**config.mk**
```make
export PLATFORM = sky130hd
export DESIGN_NAME = usb_parallel_fifo_port
export DESIGN_NICKNAME = d
export VERILOG_FILES = /design/src/upf_pkg.sv /design/src/mem_if.sv /design/src/byte_mem.sv /design/src/pin_sync.sv /design/src/usb_parallel_fifo_port.sv
export SDC_FILE = /design/constraint.sdc
export NUM_CORES = 2
export LEC_CHECK = 0
export ABC_CLOCK_PERIOD_IN_PS = 4100
export BUFFER_PORTS_ARGS = -buffer_cell sky130_fd_sc_hd__buf_4
export CORE_MARGIN = 1
export CORE_UTILIZATION = 30
export CTS_CLUSTER_SIZE = 24
export DETAILED_ROUTE_END_ITERATION = 8
export HOLD_SLACK_MARGIN = 0.12
export PLACE_DENSITY = 0.44
export SYNTH_ARGS = -nofsm -noshare
export SYNTH_HDL_FRONTEND = slang
export SYNTH_SLANG_ARGS = --single-unit
export TNS_END_PERCENT = 1
```
**constraint.sdc**
```tcl
create_clock -name clk_in -period 4.1 [get_ports clk_in]
set_clock_uncertainty 0.15 [all_clocks]
set_input_delay 0.41 -clock clk_in [delete_from_list [all_inputs] [get_ports clk_in]]
set_output_delay 0.41 -clock clk_in [all_outputs]
set_load 0.005 [all_outputs]
```
**src/upf_pkg.sv**
```systemverilog
// Constants and types shared by the parallel FIFO port design.
`default_nettype none
package upf_pkg;
   localparam int TX_DEPTH = 128;
   localparam int TX_AW    = 7;
   localparam int RX_DEPTH = 256;
   localparam int RX_AW    = 8;
   localparam int SYNC_W   = 12;

   localparam logic [1:0] MODE_FIFO     = 2'h0;
   localparam logic [1:0] MODE_ASYNC_BB = 2'h1;
   localparam logic [1:0] MODE_SYNC_BB  = 2'h2;

   localparam logic [7:0] TIMEOUT_DEF_MS = 8'h10;
   localparam logic [7:0] TIMEOUT_MIN_MS = 8'h02;

   localparam int CLK_PERIOD_NS = 25;
   localparam int MS_NS         = 1000000;
   localparam int MS_CYCLES     = MS_NS / CLK_PERIOD_NS;
   localparam int WAKE_MIN_MS   = 20;
   localparam int WAKE_CYCLES   =
      (WAKE_MIN_MS * MS_NS + CLK_PERIOD_NS - 1) / CLK_PERIOD_NS;

   localparam logic [SYNC_W-1:0] SYNC_RST = 12'hf00;
   localparam logic [31:0]       CHIP_ID_DEF = 32'h5a5a_0001;

   typedef enum logic [2:0] {
      RD_IDLE  = 3'b001,
      RD_FETCH = 3'b010,
      RD_DRIVE = 3'b100
   } rd_state_e;
endpackage
`default_nettype wire

```
**src/mem_if.sv**
```systemverilog
// Write and read port bundle of one byte buffer.
`timescale 1ns/1ps
`default_nettype none
interface mem_if #(parameter int AW = 8);
   logic          we;
   logic [AW-1:0] waddr;
   logic [7:0]    wdata;
   logic          re;
   logic [AW-1:0] raddr;
   logic [7:0]    rdata;
   modport ctrl (output we, waddr, wdata, re, raddr, input rdata);
   modport mem  (input we, waddr, wdata, re, raddr, output rdata);
endinterface
`default_nettype wire

```
**src/byte_mem.sv**
```systemverilog
// Byte buffer memory with registered read data.
`timescale 1ns/1ps
`default_nettype none
module byte_mem #(parameter int AW = 8) (
   input  wire logic clk_in,
   mem_if.mem        port_if
);
   logic [7:0] mem_ff [2**AW];

   always_ff @(posedge clk_in) begin
      if (port_if.we) begin
         mem_ff[port_if.waddr] <= port_if.wdata;
      end
   end

   always_ff @(posedge clk_in) begin
      if (port_if.re) begin
         port_if.rdata <= mem_ff[port_if.raddr];
      end
   end
endmodule
`default_nettype wire

```
**src/pin_sync.sv**
```systemverilog
// Two flip-flop synchroniser for pin inputs.
`timescale 1ns/1ps
`default_nettype none
module pin_sync #(
   parameter int             W   = 12,
   parameter logic [W-1:0]   RST = '0
) (
   input  wire logic         clk_in,
   input  wire logic         reset_in,
   input  wire logic [W-1:0] d_in,
   output logic      [W-1:0] q_out
);
   logic [W-1:0] stage1_ff;

   always_ff @(posedge clk_in) begin
      if (reset_in) begin
         stage1_ff <= RST;
         q_out     <= RST;
      end else begin
         stage1_ff <= d_in;
         q_out     <= stage1_ff;
      end
   end
endmodule
`default_nettype wire

```
**src/usb_parallel_fifo_port.sv**
```systemverilog
// Device-side controller between the USB function and the parallel port.
`timescale 1ns/1ps
`default_nettype none
// Behaviour
// - Async bit-bang turns the eight data lines into a general I/O port.
// - Async bit-bang presents host bytes one by one at baud timer pace.
// - Bit-bang drives the internal read and write strobes onto the pins.
// - Sync bit-bang samples the pins only when a byte is written out.
// - Timeout expiry flushes bytes left in the port-to-host buffer.
// - Flush timeout defaults to 16 ms, settable 2 to 255 ms.
// - Suspend with remote wake makes the receive flag pin an input.
// - Receive flag held low 20 ms in suspend raises a resume request.
// - Host bytes queue in 128 bytes and leave on read strobes.
// - Write-strobed port bytes queue in 256 bytes for the host.
// - Port-to-host bytes leave only on a host IN data request.
// - The controller moves both buffers over the shared data pins.
// - Controller and protocol logic run on the one reference clock.
// - The baud timer pacing bit-bang counts reference clock cycles.
// - The active-low external reset pin resets the device.
// - A fixed identification number is readable only toward USB.
// - Receive flag low while host data waits; reads only then.
// - Read strobe falling fetches the next byte and drives it.
// - Write strobe falling captures the data pins into the buffer.
module usb_parallel_fifo_port #(
   parameter int          MS_CYCLES   = upf_pkg::MS_CYCLES,
   parameter int          WAKE_CYCLES = upf_pkg::WAKE_CYCLES,
   parameter logic [31:0] CHIP_ID     = upf_pkg::CHIP_ID_DEF
) (
   input  wire logic       clk_in,
   input  wire logic       reset_in,
   input  wire logic       ext_reset_n_in,
   input  wire logic [1:0] mode_in,
   input  wire logic [15:0] baud_div_in,
   input  wire logic [7:0] bb_dir_in,
   input  wire logic       suspend_in,
   input  wire logic       remote_wake_en_in,
   input  wire logic       timeout_set_in,
   input  wire logic [7:0] timeout_ms_in,
   input  wire logic       host_out_valid_in,
   input  wire logic [7:0] host_out_data_in,
   output logic            host_out_ready_out,
   input  wire logic       host_in_req_in,
   output logic            host_in_valid_out,
   output logic [7:0]      host_in_data_out,
   output logic            host_in_nak_out,
   output logic            flush_out,
   output logic            resume_req_out,
   output logic [31:0]     chip_id_out,
   input  wire logic [7:0] data_pins_in,
   output logic [7:0]      data_pins_out,
   output logic [7:0]      data_pins_oe_out,
   input  wire logic       rd_strobe_n_in,
   output logic            rd_strobe_n_out,
   output logic            rd_strobe_oe_out,
   input  wire logic       wr_strobe_in,
   output logic            wr_strobe_out,
   output logic            wr_strobe_oe_out,
   input  wire logic       rx_avail_flag_n_in,
   output logic            rx_avail_flag_n_out,
   output logic            rx_avail_flag_oe_out,
   output logic            tx_space_flag_n_out,
   output logic            tx_space_flag_oe_out
);
   logic [upf_pkg::SYNC_W-1:0] sync_q;
   logic                       rst;
   logic [7:0]                 pins_s;
   logic                       rd_n_s;
   logic                       wr_s;
   logic                       rx_flag_s;
   logic                       rd_prev_ff;
   logic                       wr_prev_ff;
   logic                       rd_fall;
   logic                       wr_fall;
   logic                       is_fifo;
   logic                       is_bb;
   logic                       is_sync_bb;
   logic                       wake_armed;
   logic [upf_pkg::TX_AW-1:0]  tx_wptr_ff;
   logic [upf_pkg::TX_AW-1:0]  tx_rptr_ff;
   logic [upf_pkg::TX_AW:0]    tx_count_ff;
   logic [upf_pkg::TX_AW:0]    nxt_tx_count;
   logic                       tx_push;
   logic                       tx_pop;
   logic                       tx_pop_d1_ff;
   logic [upf_pkg::RX_AW-1:0]  rx_wptr_ff;
   logic [upf_pkg::RX_AW-1:0]  rx_rptr_ff;
   logic [upf_pkg::RX_AW:0]    rx_count_ff;
   logic [upf_pkg::RX_AW:0]    nxt_rx_count;
   logic                       rx_push;
   logic                       rx_pop;
   logic                       rx_pop_d1_ff;
   logic                       rx_full_ff;
   logic                       wr_take;
   logic                       bb_sample;
   upf_pkg::rd_state_e         rd_state_ff;
   logic [15:0]                baud_cnt_ff;
   logic                       bb_tick_ff;
   logic [7:0]                 timeout_ms_ff;
   logic [7:0]                 ms_left_ff;
   logic [15:0]                ms_pre_ff;
   logic [19:0]                wake_cnt_ff;

   mem_if #(.AW(upf_pkg::TX_AW)) tx_mem ();
   mem_if #(.AW(upf_pkg::RX_AW)) rx_mem ();

   pin_sync #(.W(upf_pkg::SYNC_W), .RST(upf_pkg::SYNC_RST)) u_sync (
      .clk_in   (clk_in),
      .reset_in (reset_in),
      .d_in     ({ext_reset_n_in, rx_avail_flag_n_in, wr_strobe_in,
                  rd_strobe_n_in, data_pins_in}),
      .q_out    (sync_q)
   );

   byte_mem #(.AW(upf_pkg::TX_AW)) u_tx_mem (
      .clk_in  (clk_in),
      .port_if (tx_mem.mem)
   );

   byte_mem #(.AW(upf_pkg::RX_AW)) u_rx_mem (
      .clk_in  (clk_in),
      .port_if (rx_mem.mem)
   );

   assign rst        = reset_in | ~sync_q[11];
   assign rx_flag_s  = sync_q[10];
   assign wr_s       = sync_q[9];
   assign rd_n_s     = sync_q[8];
   assign pins_s     = sync_q[7:0];
   assign is_fifo    = (mode_in == upf_pkg::MODE_FIFO);
   assign is_sync_bb = (mode_in == upf_pkg::MODE_SYNC_BB);
   assign is_bb      = (mode_in == upf_pkg::MODE_ASYNC_BB) | is_sync_bb;
   assign wake_armed = suspend_in & remote_wake_en_in;
   assign rd_fall    = rd_prev_ff & ~rd_n_s;
   assign wr_fall    = wr_prev_ff & ~wr_s;

   always_ff @(posedge clk_in) begin
      if (rst) begin
         rd_prev_ff <= 1'b1;
         wr_prev_ff <= 1'b1;
      end else begin
         rd_prev_ff <= rd_n_s;
         wr_prev_ff <= wr_s;
      end
   end

   // Host to port buffer.
   assign tx_push = host_out_valid_in & host_out_ready_out;
   assign tx_pop  = (tx_count_ff != '0) &
                    ((is_fifo & rd_fall & (rd_state_ff == upf_pkg::RD_IDLE))
                     | (is_bb & bb_tick_ff & (is_fifo | ~is_sync_bb
                        | ~rx_full_ff)));
   assign nxt_tx_count = tx_count_ff + {{upf_pkg::TX_AW{1'b0}}, tx_push}
                         - {{upf_pkg::TX_AW{1'b0}}, tx_pop};
   assign tx_mem.we    = tx_push;
   assign tx_mem.waddr = tx_wptr_ff;
   assign tx_mem.wdata = host_out_data_in;
   assign tx_mem.re    = tx_pop;
   assign tx_mem.raddr = tx_rptr_ff;

   always_ff @(posedge clk_in) begin
      if (rst) begin
         tx_wptr_ff         <= '0;
         tx_rptr_ff         <= '0;
         tx_count_ff        <= '0;
         tx_pop_d1_ff       <= 1'b0;
         host_out_ready_out <= 1'b0;
      end else begin
         tx_wptr_ff         <= tx_wptr_ff + (upf_pkg::TX_AW)'(tx_push);
         tx_rptr_ff         <= tx_rptr_ff + (upf_pkg::TX_AW)'(tx_pop);
         tx_count_ff        <= nxt_tx_count;
         tx_pop_d1_ff       <= tx_pop;
         host_out_ready_out <= ~nxt_tx_count[upf_pkg::TX_AW];
      end
   end

   // Port to host buffer; fifo writes and bit-bang samples share one order.
   assign wr_take   = is_fifo & wr_fall & ~rx_full_ff;
   assign bb_sample = is_sync_bb & tx_pop;
   assign rx_push   = wr_take | bb_sample;
   assign rx_pop    = host_in_req_in & (rx_count_ff != '0);
   assign nxt_rx_count = rx_count_ff + {{upf_pkg::RX_AW{1'b0}}, rx_push}
                         - {{upf_pkg::RX_AW{1'b0}}, rx_pop};
   assign rx_mem.we    = rx_push;
   assign rx_mem.waddr = rx_wptr_ff;
   assign rx_mem.wdata = pins_s;
   assign rx_mem.re    = rx_pop;
   assign rx_mem.raddr = rx_rptr_ff;

   always_ff @(posedge clk_in) begin
      if (rst) begin
         rx_wptr_ff   <= '0;
         rx_rptr_ff   <= '0;
         rx_count_ff  <= '0;
         rx_full_ff   <= 1'b0;
         rx_pop_d1_ff <= 1'b0;
      end else begin
         rx_wptr_ff   <= rx_wptr_ff + (upf_pkg::RX_AW)'(rx_push);
         rx_rptr_ff   <= rx_rptr_ff + (upf_pkg::RX_AW)'(rx_pop);
         rx_count_ff  <= nxt_rx_count;
         rx_full_ff   <= nxt_rx_count[upf_pkg::RX_AW];
         rx_pop_d1_ff <= rx_pop;
      end
   end

   always_ff @(posedge clk_in) begin
      if (rst) begin
         host_in_valid_out <= 1'b0;
         host_in_data_out  <= 8'h00;
         host_in_nak_out   <= 1'b0;
      end else begin
         host_in_valid_out <= rx_pop_d1_ff;
         host_in_nak_out   <= host_in_req_in & (rx_count_ff == '0);
         if (rx_pop_d1_ff) begin
            host_in_data_out <= rx_mem.rdata;
         end
      end
   end

   // Read cycle of the handshaked fifo port.
   always_ff @(posedge clk_in) begin
      if (rst) begin
         rd_state_ff <= upf_pkg::RD_IDLE;
      end else begin
         case (rd_state_ff)
            upf_pkg::RD_IDLE: begin
               if (tx_pop & is_fifo) begin
                  rd_state_ff <= upf_pkg::RD_FETCH;
               end
            end
            upf_pkg::RD_FETCH: begin
               rd_state_ff <= upf_pkg::RD_DRIVE;
            end
            upf_pkg::RD_DRIVE: begin
               if (rd_n_s | ~is_fifo) begin
                  rd_state_ff <= upf_pkg::RD_IDLE;
               end
            end
            default: begin
               rd_state_ff <= upf_pkg::RD_IDLE;
            end
         endcase
      end
   end

   // Data pins serve both buffers and the bit-bang port.
   always_ff @(posedge clk_in) begin
      if (rst) begin
         data_pins_out    <= 8'h00;
         data_pins_oe_out <= 8'h00;
      end else begin
         if (tx_pop_d1_ff) begin
            data_pins_out <= tx_mem.rdata;
         end
         if (is_bb) begin
            data_pins_oe_out <= bb_dir_in;
         end else if (rd_state_ff == upf_pkg::RD_FETCH) begin
            data_pins_oe_out <= 8'hff;
         end else if (rd_state_ff == upf_pkg::RD_IDLE) begin
            data_pins_oe_out <= 8'h00;
         end
      end
   end

   // Strobes become outputs in bit-bang modes.
   always_ff @(posedge clk_in) begin
      if (rst) begin
         rd_strobe_n_out  <= 1'b1;
         rd_strobe_oe_out <= 1'b0;
         wr_strobe_out    <= 1'b1;
         wr_strobe_oe_out <= 1'b0;
      end else begin
         rd_strobe_oe_out <= is_bb;
         wr_strobe_oe_out <= is_bb;
         rd_strobe_n_out  <= ~(is_bb & tx_pop);
         wr_strobe_out    <= ~(is_bb & tx_pop_d1_ff);
      end
   end

   // Handshake flags.
   always_ff @(posedge clk_in) begin
      if (rst) begin
         rx_avail_flag_n_out  <= 1'b1;
         rx_avail_flag_oe_out <= 1'b0;
         tx_space_flag_n_out  <= 1'b1;
         tx_space_flag_oe_out <= 1'b0;
      end else begin
         rx_avail_flag_n_out  <= (nxt_tx_count == '0) | ~is_fifo
                                 | (rd_state_ff != upf_pkg::RD_IDLE)
                                 | tx_pop;
         rx_avail_flag_oe_out <= ~wake_armed;
         tx_space_flag_n_out  <= nxt_rx_count[upf_pkg::RX_AW] | ~is_fifo
                                 | wr_fall;
         tx_space_flag_oe_out <= 1'b1;
      end
   end

   // Bit-bang pacing timer.
   always_ff @(posedge clk_in) begin
      if (rst || !is_bb) begin
         baud_cnt_ff <= 16'h0000;
         bb_tick_ff  <= 1'b0;
      end else if (baud_cnt_ff >= baud_div_in) begin
         baud_cnt_ff <= 16'h0000;
         bb_tick_ff  <= 1'b1;
      end else begin
         baud_cnt_ff <= baud_cnt_ff + 16'h0001;
         bb_tick_ff  <= 1'b0;
      end
   end

   // Flush timeout setting.
   always_ff @(posedge clk_in) begin
      if (rst) begin
         timeout_ms_ff <= upf_pkg::TIMEOUT_DEF_MS;
      end else if (timeout_set_in) begin
         timeout_ms_ff <= (timeout_ms_in < upf_pkg::TIMEOUT_MIN_MS) ?
                          upf_pkg::TIMEOUT_MIN_MS : timeout_ms_in;
      end
   end

   // Flush countdown in whole milliseconds.
   always_ff @(posedge clk_in) begin
      if (rst) begin
         ms_pre_ff  <= 16'h0000;
         ms_left_ff <= upf_pkg::TIMEOUT_DEF_MS;
         flush_out  <= 1'b0;
      end else begin
         flush_out <= 1'b0;
         if (rx_push) begin
            ms_pre_ff  <= 16'h0000;
            ms_left_ff <= timeout_ms_ff;
         end else if (ms_pre_ff == 16'(MS_CYCLES - 1)) begin
            ms_pre_ff <= 16'h0000;
            if (ms_left_ff <= 8'h01) begin
               ms_left_ff <= timeout_ms_ff;
               flush_out  <= (rx_count_ff != '0);
            end else begin
               ms_left_ff <= ms_left_ff - 8'h01;
            end
         end else begin
            ms_pre_ff <= ms_pre_ff + 16'h0001;
         end
      end
   end

   // Remote wake detection on the receive flag pin.
   always_ff @(posedge clk_in) begin
      if (rst || !wake_armed || rx_flag_s) begin
         wake_cnt_ff    <= 20'h00000;
         resume_req_out <= 1'b0;
      end else begin
         if (wake_cnt_ff != 20'(WAKE_CYCLES)) begin
            wake_cnt_ff <= wake_cnt_ff + 20'h00001;
         end
         resume_req_out <= (wake_cnt_ff == 20'(WAKE_CYCLES - 1));
      end
   end

   // Fixed identification number for the USB side.
   always_ff @(posedge clk_in) begin
      chip_id_out <= CHIP_ID;
   end
endmodule
`default_nettype wire

```
### After elaboration in Yosys (flattened, before gate mapping)

Memory sizes are Yosys's and may differ from the RTL's. A register that Yosys moved wholly into a read port is not among the register bits.
Index checks and enable logic that the tools add are counted.

| word-level totals | value |
|---|---|
| register bits | 184 |
| bits in writable memories | 3,072 |
| bits of input ports | 61 |
| output and inout port bits | 69 |
| logic and storage cells | 136 |
| memories | 2 |

| operators by class | value |
|---|---|
| add/sub/neg operators | 12 |
| order comparisons | 3 |
| equal/unequal tests | 11 |
| muxes and demuxes | 16 |
| bitwise gates (word level) | 41 |
| reductions and logical operators | 16 |

Memories:

| name | words | width | read ports | clocked after Yosys merged registers in | write ports | RTL line | source |
|---|---|---|---|---|---|---|---|
| u_rx_mem.mem_ff | 256 | 8 | 1 | 1 | 1 | byte_mem.sv:8 | `logic [7:0] mem_ff [2**AW];` |
| u_tx_mem.mem_ff | 128 | 8 | 1 | 1 | 1 | byte_mem.sv:8 |  |

Operator list:

| cell | number |
|---|---|
| $mux 8 | 7 |
| $add 16x1->16 const B | 2 |
| $add 8x1->8 | 3 |
| $add 20x1->20 const B | 1 |
| $eq 20x20->1 const B | 1 |
| $ne 20x20->1 const B | 1 |
| $and 1x1->1 | 17 |
| $eq 16x16->1 const B | 1 |
| $ge 16x16->1 | 1 |
| $add 7x1->7 | 2 |
| $not 1->1 | 12 |
| $or 1x1->1 | 12 |
| $add 9x1->9 | 1 |
| $logic_not 9->1 | 1 |
| $pmux 3 s3 | 1 |
| $reduce_bool 9->1 | 1 |
| $sub 9x1->9 | 1 |
| $le 8x1->1 const B | 1 |
| $logic_not 8->1 | 1 |
| $lt 8x2->1 const B | 1 |
| $reduce_bool 8->1 | 1 |
| $sub 8x1->8 | 1 |
| $sub 8x1->8 const B | 1 |
| $mux 1 | 6 |
| other kinds (18) | 22 |

### Depth between registers and ports, before layout

| logic depth | value |
|---|---|
| depth in word-level cells | 13 |
| gate-level depth with buffers | 17 |
| gate-level depth less buffers | 17 |

### By module

Synthesis repeated with hierarchy kept, for this count alone.

| second synthesis, totals | value |
|---|---|
| cell total of the unflattened synthesis | 6,255 |
| area total of the unflattened synthesis | 127,692.5 sq um |

Modules (own cells, without submodules):

| module | instances | cells an instance | area each (sq um) | seq. area each (sq um) |
|---|---|---|---|---|
| byte_mem (u_rx_mem) | 1 | 3,733 | 79,636.4 | 61,739.2 |
| byte_mem (u_tx_mem) | 1 | 1,635 | 39,745.6 | 30,989.7 |
| usb_parallel_fifo_port | 1 | 837 | 7,662.3 | 3,183.1 |
| pin_sync | 1 | 50 | 648.1 | 480.5 |

### Worst setup path before layout

OpenSTA, ideal clock, no wires.

| path | value |
|---|---|
| kind | reg2reg |
| from | register u_sync.q_out[0] |
| to | memory u_rx_mem.mem_ff[0][0] (data pin) |
| setup time | 852 ps |
| arrival time | 3,382 ps |
| required time | 3,098 ps |
| setup slack | -284 ps |
| cell stages (with the launch flop) | 1 |
| buffers on the path | 0 |
| period minus slack after synthesis | 4,384 ps |
| path through | dfxtp_1 |

RTL lines:

| element | RTL line | source |
|---|---|---|
| from (decl) | pin_sync.sv:11 | `output logic [W-1:0] q_out` |
| from (signal assigned) | pin_sync.sv:21 | `q_out <= stage1_ff;` |
| to (decl) | byte_mem.sv:8 |  |

No word-level cell before the write port.

==> results.txt <==
The tools report the total standard cell area after synthesis as 127400 um2. Traced cell by cell, the critical path runs through buf_12, buf_12, buf_4, mux4_2, a22oi_1, a21oi_1, a211oi_2, buf_4, and4_1, o32ai_1. Setup repair after global routing left no endpoint under its margin. In this run the horizontal extent of the chip is 653.8 um. OpenSTA, run right after detailed placement, puts the worst setup slack at 0.001767 ns. The part of the total power dissipated in sequential elements is 49.6%, and the clock tree buffer depth is 4. The synthesized design spends more area on one cell type than any other, namely sky130_fd_sc_hd__edfxtp_1. For hold timing, the worst endpoint is u_sync.q_out[6]. The area of the core region was 421700 um2; the final-layout setup total negative slack was 0 ns. In the final routed layout, each cell accounts on average for 29.11 um. For the number of max-slew violations in the final report, the log shows 0. The checks that failed: design-rule violations. By instance count, the leading cell after synthesis is sky130_fd_sc_hd__edfxtp_1. The area overhead of the layout relative to synthesis came out at 17.97%. Sorting the synthesized cells by area gives the leading types as sky130_fd_sc_hd__edfxtp_1 (73%), sky130_fd_sc_hd__mux4_2 (14%), sky130_fd_sc_hd__dfxtp_1 (2.9%).

Worst hold-check path type: in2reg. The leakage power total was 42.77 nW. The first detailed-routing pass ran for 7 iterations. Summing the sequential cell areas from Yosys gives 75.63% of the chip area.

The overall fraction of global-route tracks in use is 17.25%. The shortest period the worst path allows was 3.923 ns; the number of setup buffers added after CTS was 0. The HPWL after detailed placement is 237000 um. The number of nets in the layout was 7039. The die covers 427400 um2. Net switching is 22.51% of the power. For this run, design rule violations remaining after detail routing come to 14.

Summed over all layers, the routed wires come to 374100 um. Synthesis warning total: 0. Global-route wire length before repair: 525300 um.

After filler insertion, the fill cell instance count of the layout stands at 39150. The number of global-route vias before repair is 66220, and the number of antenna violations at the first check in global routing is 20. In this run, synthesis inferred 3088 flip-flops with an integrated enable. The dominant register cell in the synthesized netlist is sky130_fd_sc_hd__edfxtp_1. The data arrival time of the critical path is 4.43 ns, and the fraction of power consumed by the clock network is 43.1%. For the pin with the worst max-slew slack, the measured transition is 1.388 ns.

The number of clock buffers added by TritonCTS is 350. STA classifies the critical path startpoint as a flop. Pin placement for this block handled 130 I/O pins.

In this run the critical register-to-register path is launched from rx_mem.raddr[1]. The final antenna-violating net count was 0. The number of library cell types mapped by synthesis is 71, and the count of cells along the worst hold path is 3. The quantity of I/O buffers inserted on ports is 97, and the clock latency on the worst-skew pair is 0.95 ns. At the worst endpoint, the required time is 4.61 ns. The gate count after technology mapping is 6278.

The tools report the highest clock frequency the design can meet as 0.2549 GHz. Of all flip-flops after synthesis, the portion carrying an async set or reset was 0%. The tool flagged a number of max-cap violations equal to 0. The headroom to the max-slew limit was 6.160%. The master cell of the clock root buffer is sky130_fd_sc_hd__clkbuf_16.

In this design, the stage delay of the slowest critical-path cell is 0.71 ns. The number of cell rows was 238. After synthesis, the most frequently instantiated cells are sky130_fd_sc_hd__edfxtp_1 (3088), sky130_fd_sc_hd__mux4_2 (785), sky130_fd_sc_hd__nor2_1 (524).

Start point of the worst min-delay path: reset_in. On the final layout, the worst hold slack is 0.1973 ns. Synthesis inferred 3271 register bits.

The worst register-to-register path ends at u_rx_mem.port_if.rdata[6]. Summing over every cut layer, the via total after detailed routing is 63990. TritonCTS built the clock tree. The floorplan die height is 653.8 um. The average cell area after synthesis works out to 20.30 um2.

For this block, the initial DRC count from the detailed router was 6069. The H-tree level count was 5; the fraction of layout cells with a size suffix above 1 was 26.32%. Of all nets on the critical path, the largest fanout is 25.

The TritonCTS sink count came out at 3271. The tools report the starting density of the core as 30.23%. The run finished, with violations left. The share of synthesized area in the top cell type comes to 72.76%. Dividing the final minimum period by the clock period gives 95.68%.

IR analysis of the VDD net gives a maximum drop of 0.3512 mV. STA classifies the critical path endpoint as a flop. Cells fill 35.66% of the core in the end. After clock tree synthesis, the clock-pin slew on the worst setup and hold paths is 0.06 ns.

For the final hold violation count, the log shows 0. Routability-driven placement finished with a final weighted congestion of 0.8122. Setup violations remaining at the end of the flow were counted as 0. The fraction of power consumed by combinational cells is 7.4%, and the via-per-instance ratio is 4.979. The run gives 0.18 ns as the register-to-register path setup slack. The tools report the internal cell power as 57.58 mW. The total overflow left after global routing is 0. The startpoint-to-endpoint class of the critical path is reg2reg.

Overall power consumption after layout is estimated at 74.30 mW. The critical-path cell with the highest stage delay is sky130_fd_sc_hd__dfxtp_4. In this run the power spent charging and discharging nets is 16.72 mW. The worst path meets setup with 0.1773 ns of slack. The cell depth of the worst flop-to-flop path came out at 10. For the maximum number of pins on one net before global-route repair, the log shows 135. The total power density per cell area came out at 494.2 nW/um2.
==> power groups by stage <==
stage                     Sequential (mW)  Combinational (mW)  Clock, mW
after floorplan                      37.5                3.57          0
after global placement               37.5                5.52          0
after detailed placement             37.5                5.52          0
after CTS                            36.8                5.62       32.7
after global routing                 36.8                5.90       33.9
final                                36.8                5.48       32.0
==> cell type report <==
type	count	area, um2	share of cell area, %
diodes	3	7.507	0.004993
clock buffers	439	9355	6.222
clock inverters	203	2122	1.411
inverters	62	237.7	0.1581
multi-input cells	2588	29020	19.30
flip-flops and latches	3271	96450	64.15
well taps	5640	7057	4.694
repair buffers	647	6098	4.056
==> per-stage QoR <==
stage | cells | cell area, um2
final | 12850 | 150300
after global routing | 12850 | 150300
after CTS | 12850 | 150300
after detailed placement | 12110 | 137800
after global placement | 12110 | 137800
after floorplan | 6308 | 127600
==> registers in the layout, summed over array words and instances (netlist names), 9 cells and up <==
| signal | count |
|---|---|
| u_sync.q_out | 12 |
| baud_cnt_ff | 16 |
| wake_cnt_ff | 20 |
| ms_pre_ff | 16 |
| u_tx_mem.mem_ff | 1024 |
| rx_count_ff | 9 |
| u_rx_mem.mem_ff | 2048 |
| u_sync.stage1_ff | 12 |
==> what timing repair did <==
item                                   in CTS  in global routing
gates resized for setup                     0                  3
setup endpoints to repair                   0                  3
hold buffers                              101                  0
endpoints found under the hold margin     679                  0
==> layout by cell type (no fill, tap or decap), drive strengths merged, types with 21 or more instances in the layout <==
master,Yosys,layout
edfxtp,3088,3088
nand3,65,65
clkinv,1,140
nor3,44,44
dfxtp,183,183
o22ai,27,27
nand2,133,133
inv,61,80
nor2,524,524
xor2,41,41
mux2i,222,222
dlygate4sd3,0,101
a221oi,56,56
a22oi,90,90
nor2b,39,39
o21ai,63,63
bufinv,0,37
buf,200,546
a22o,22,22
conb,2,32
xnor2,36,36
ha,56,56
clkbuf,187,439
a211oi,21,21
a21oi,92,92
mux4,785,785
and3,22,22
and2,31,31
==> kinds of logic (layout without fill, tap and decap cells) <==
family	after synthesis	in the layout	synth area share (%)
xor+xnor	77	77	0.5291
fa+ha+maj	58	58	0.5812
simple gates	958	958	3.357
compound gates	447	447	2.416
other cells	2	35	0.005893
mux	1016	1016	15.69
flops	3271	3271	75.63
buf+inv	449	1351	1.784
==> metal layers <==
layer | GRT usage, % | vias up | share of wire, %
met1 | 23.24 | 34640 | 43
li1 | - | 26990 | -
met3 | 2.279 | 502 | 5.0
met4 | 5.269 | 0 | 3.2
met2 | 29.02 | 1864 | 49
met5 | 0 | - | 0
==> critical path, delay by kind of cell, from the launching register on <==
family	cells	cell delay (ns)
simple gates	1	0.26
mux	1	0.33
buf+inv	4	0.94
flops	1	0.71
compound gates	4	1.17
==> how the worst max path moves through the flow <==
stage / from / to / cells past startpoint
3_5_place_dp: mode_in[0] / tx_space_flag_n_out / 17
4_1_cts: rx_mem.raddr[0] / u_rx_mem.port_if.rdata[1] / 10
3_3_place_gp: mode_in[0] / tx_space_flag_n_out / 17
6_report: rx_mem.raddr[1] / u_rx_mem.port_if.rdata[6] / 10
2_1_floorplan: mode_in[0] / tx_space_flag_n_out / 16
5_1_grt: rd_state_ff[0] / tx_space_flag_n_out / 14
Note: power is estimated with default switching activity, not from simulation.
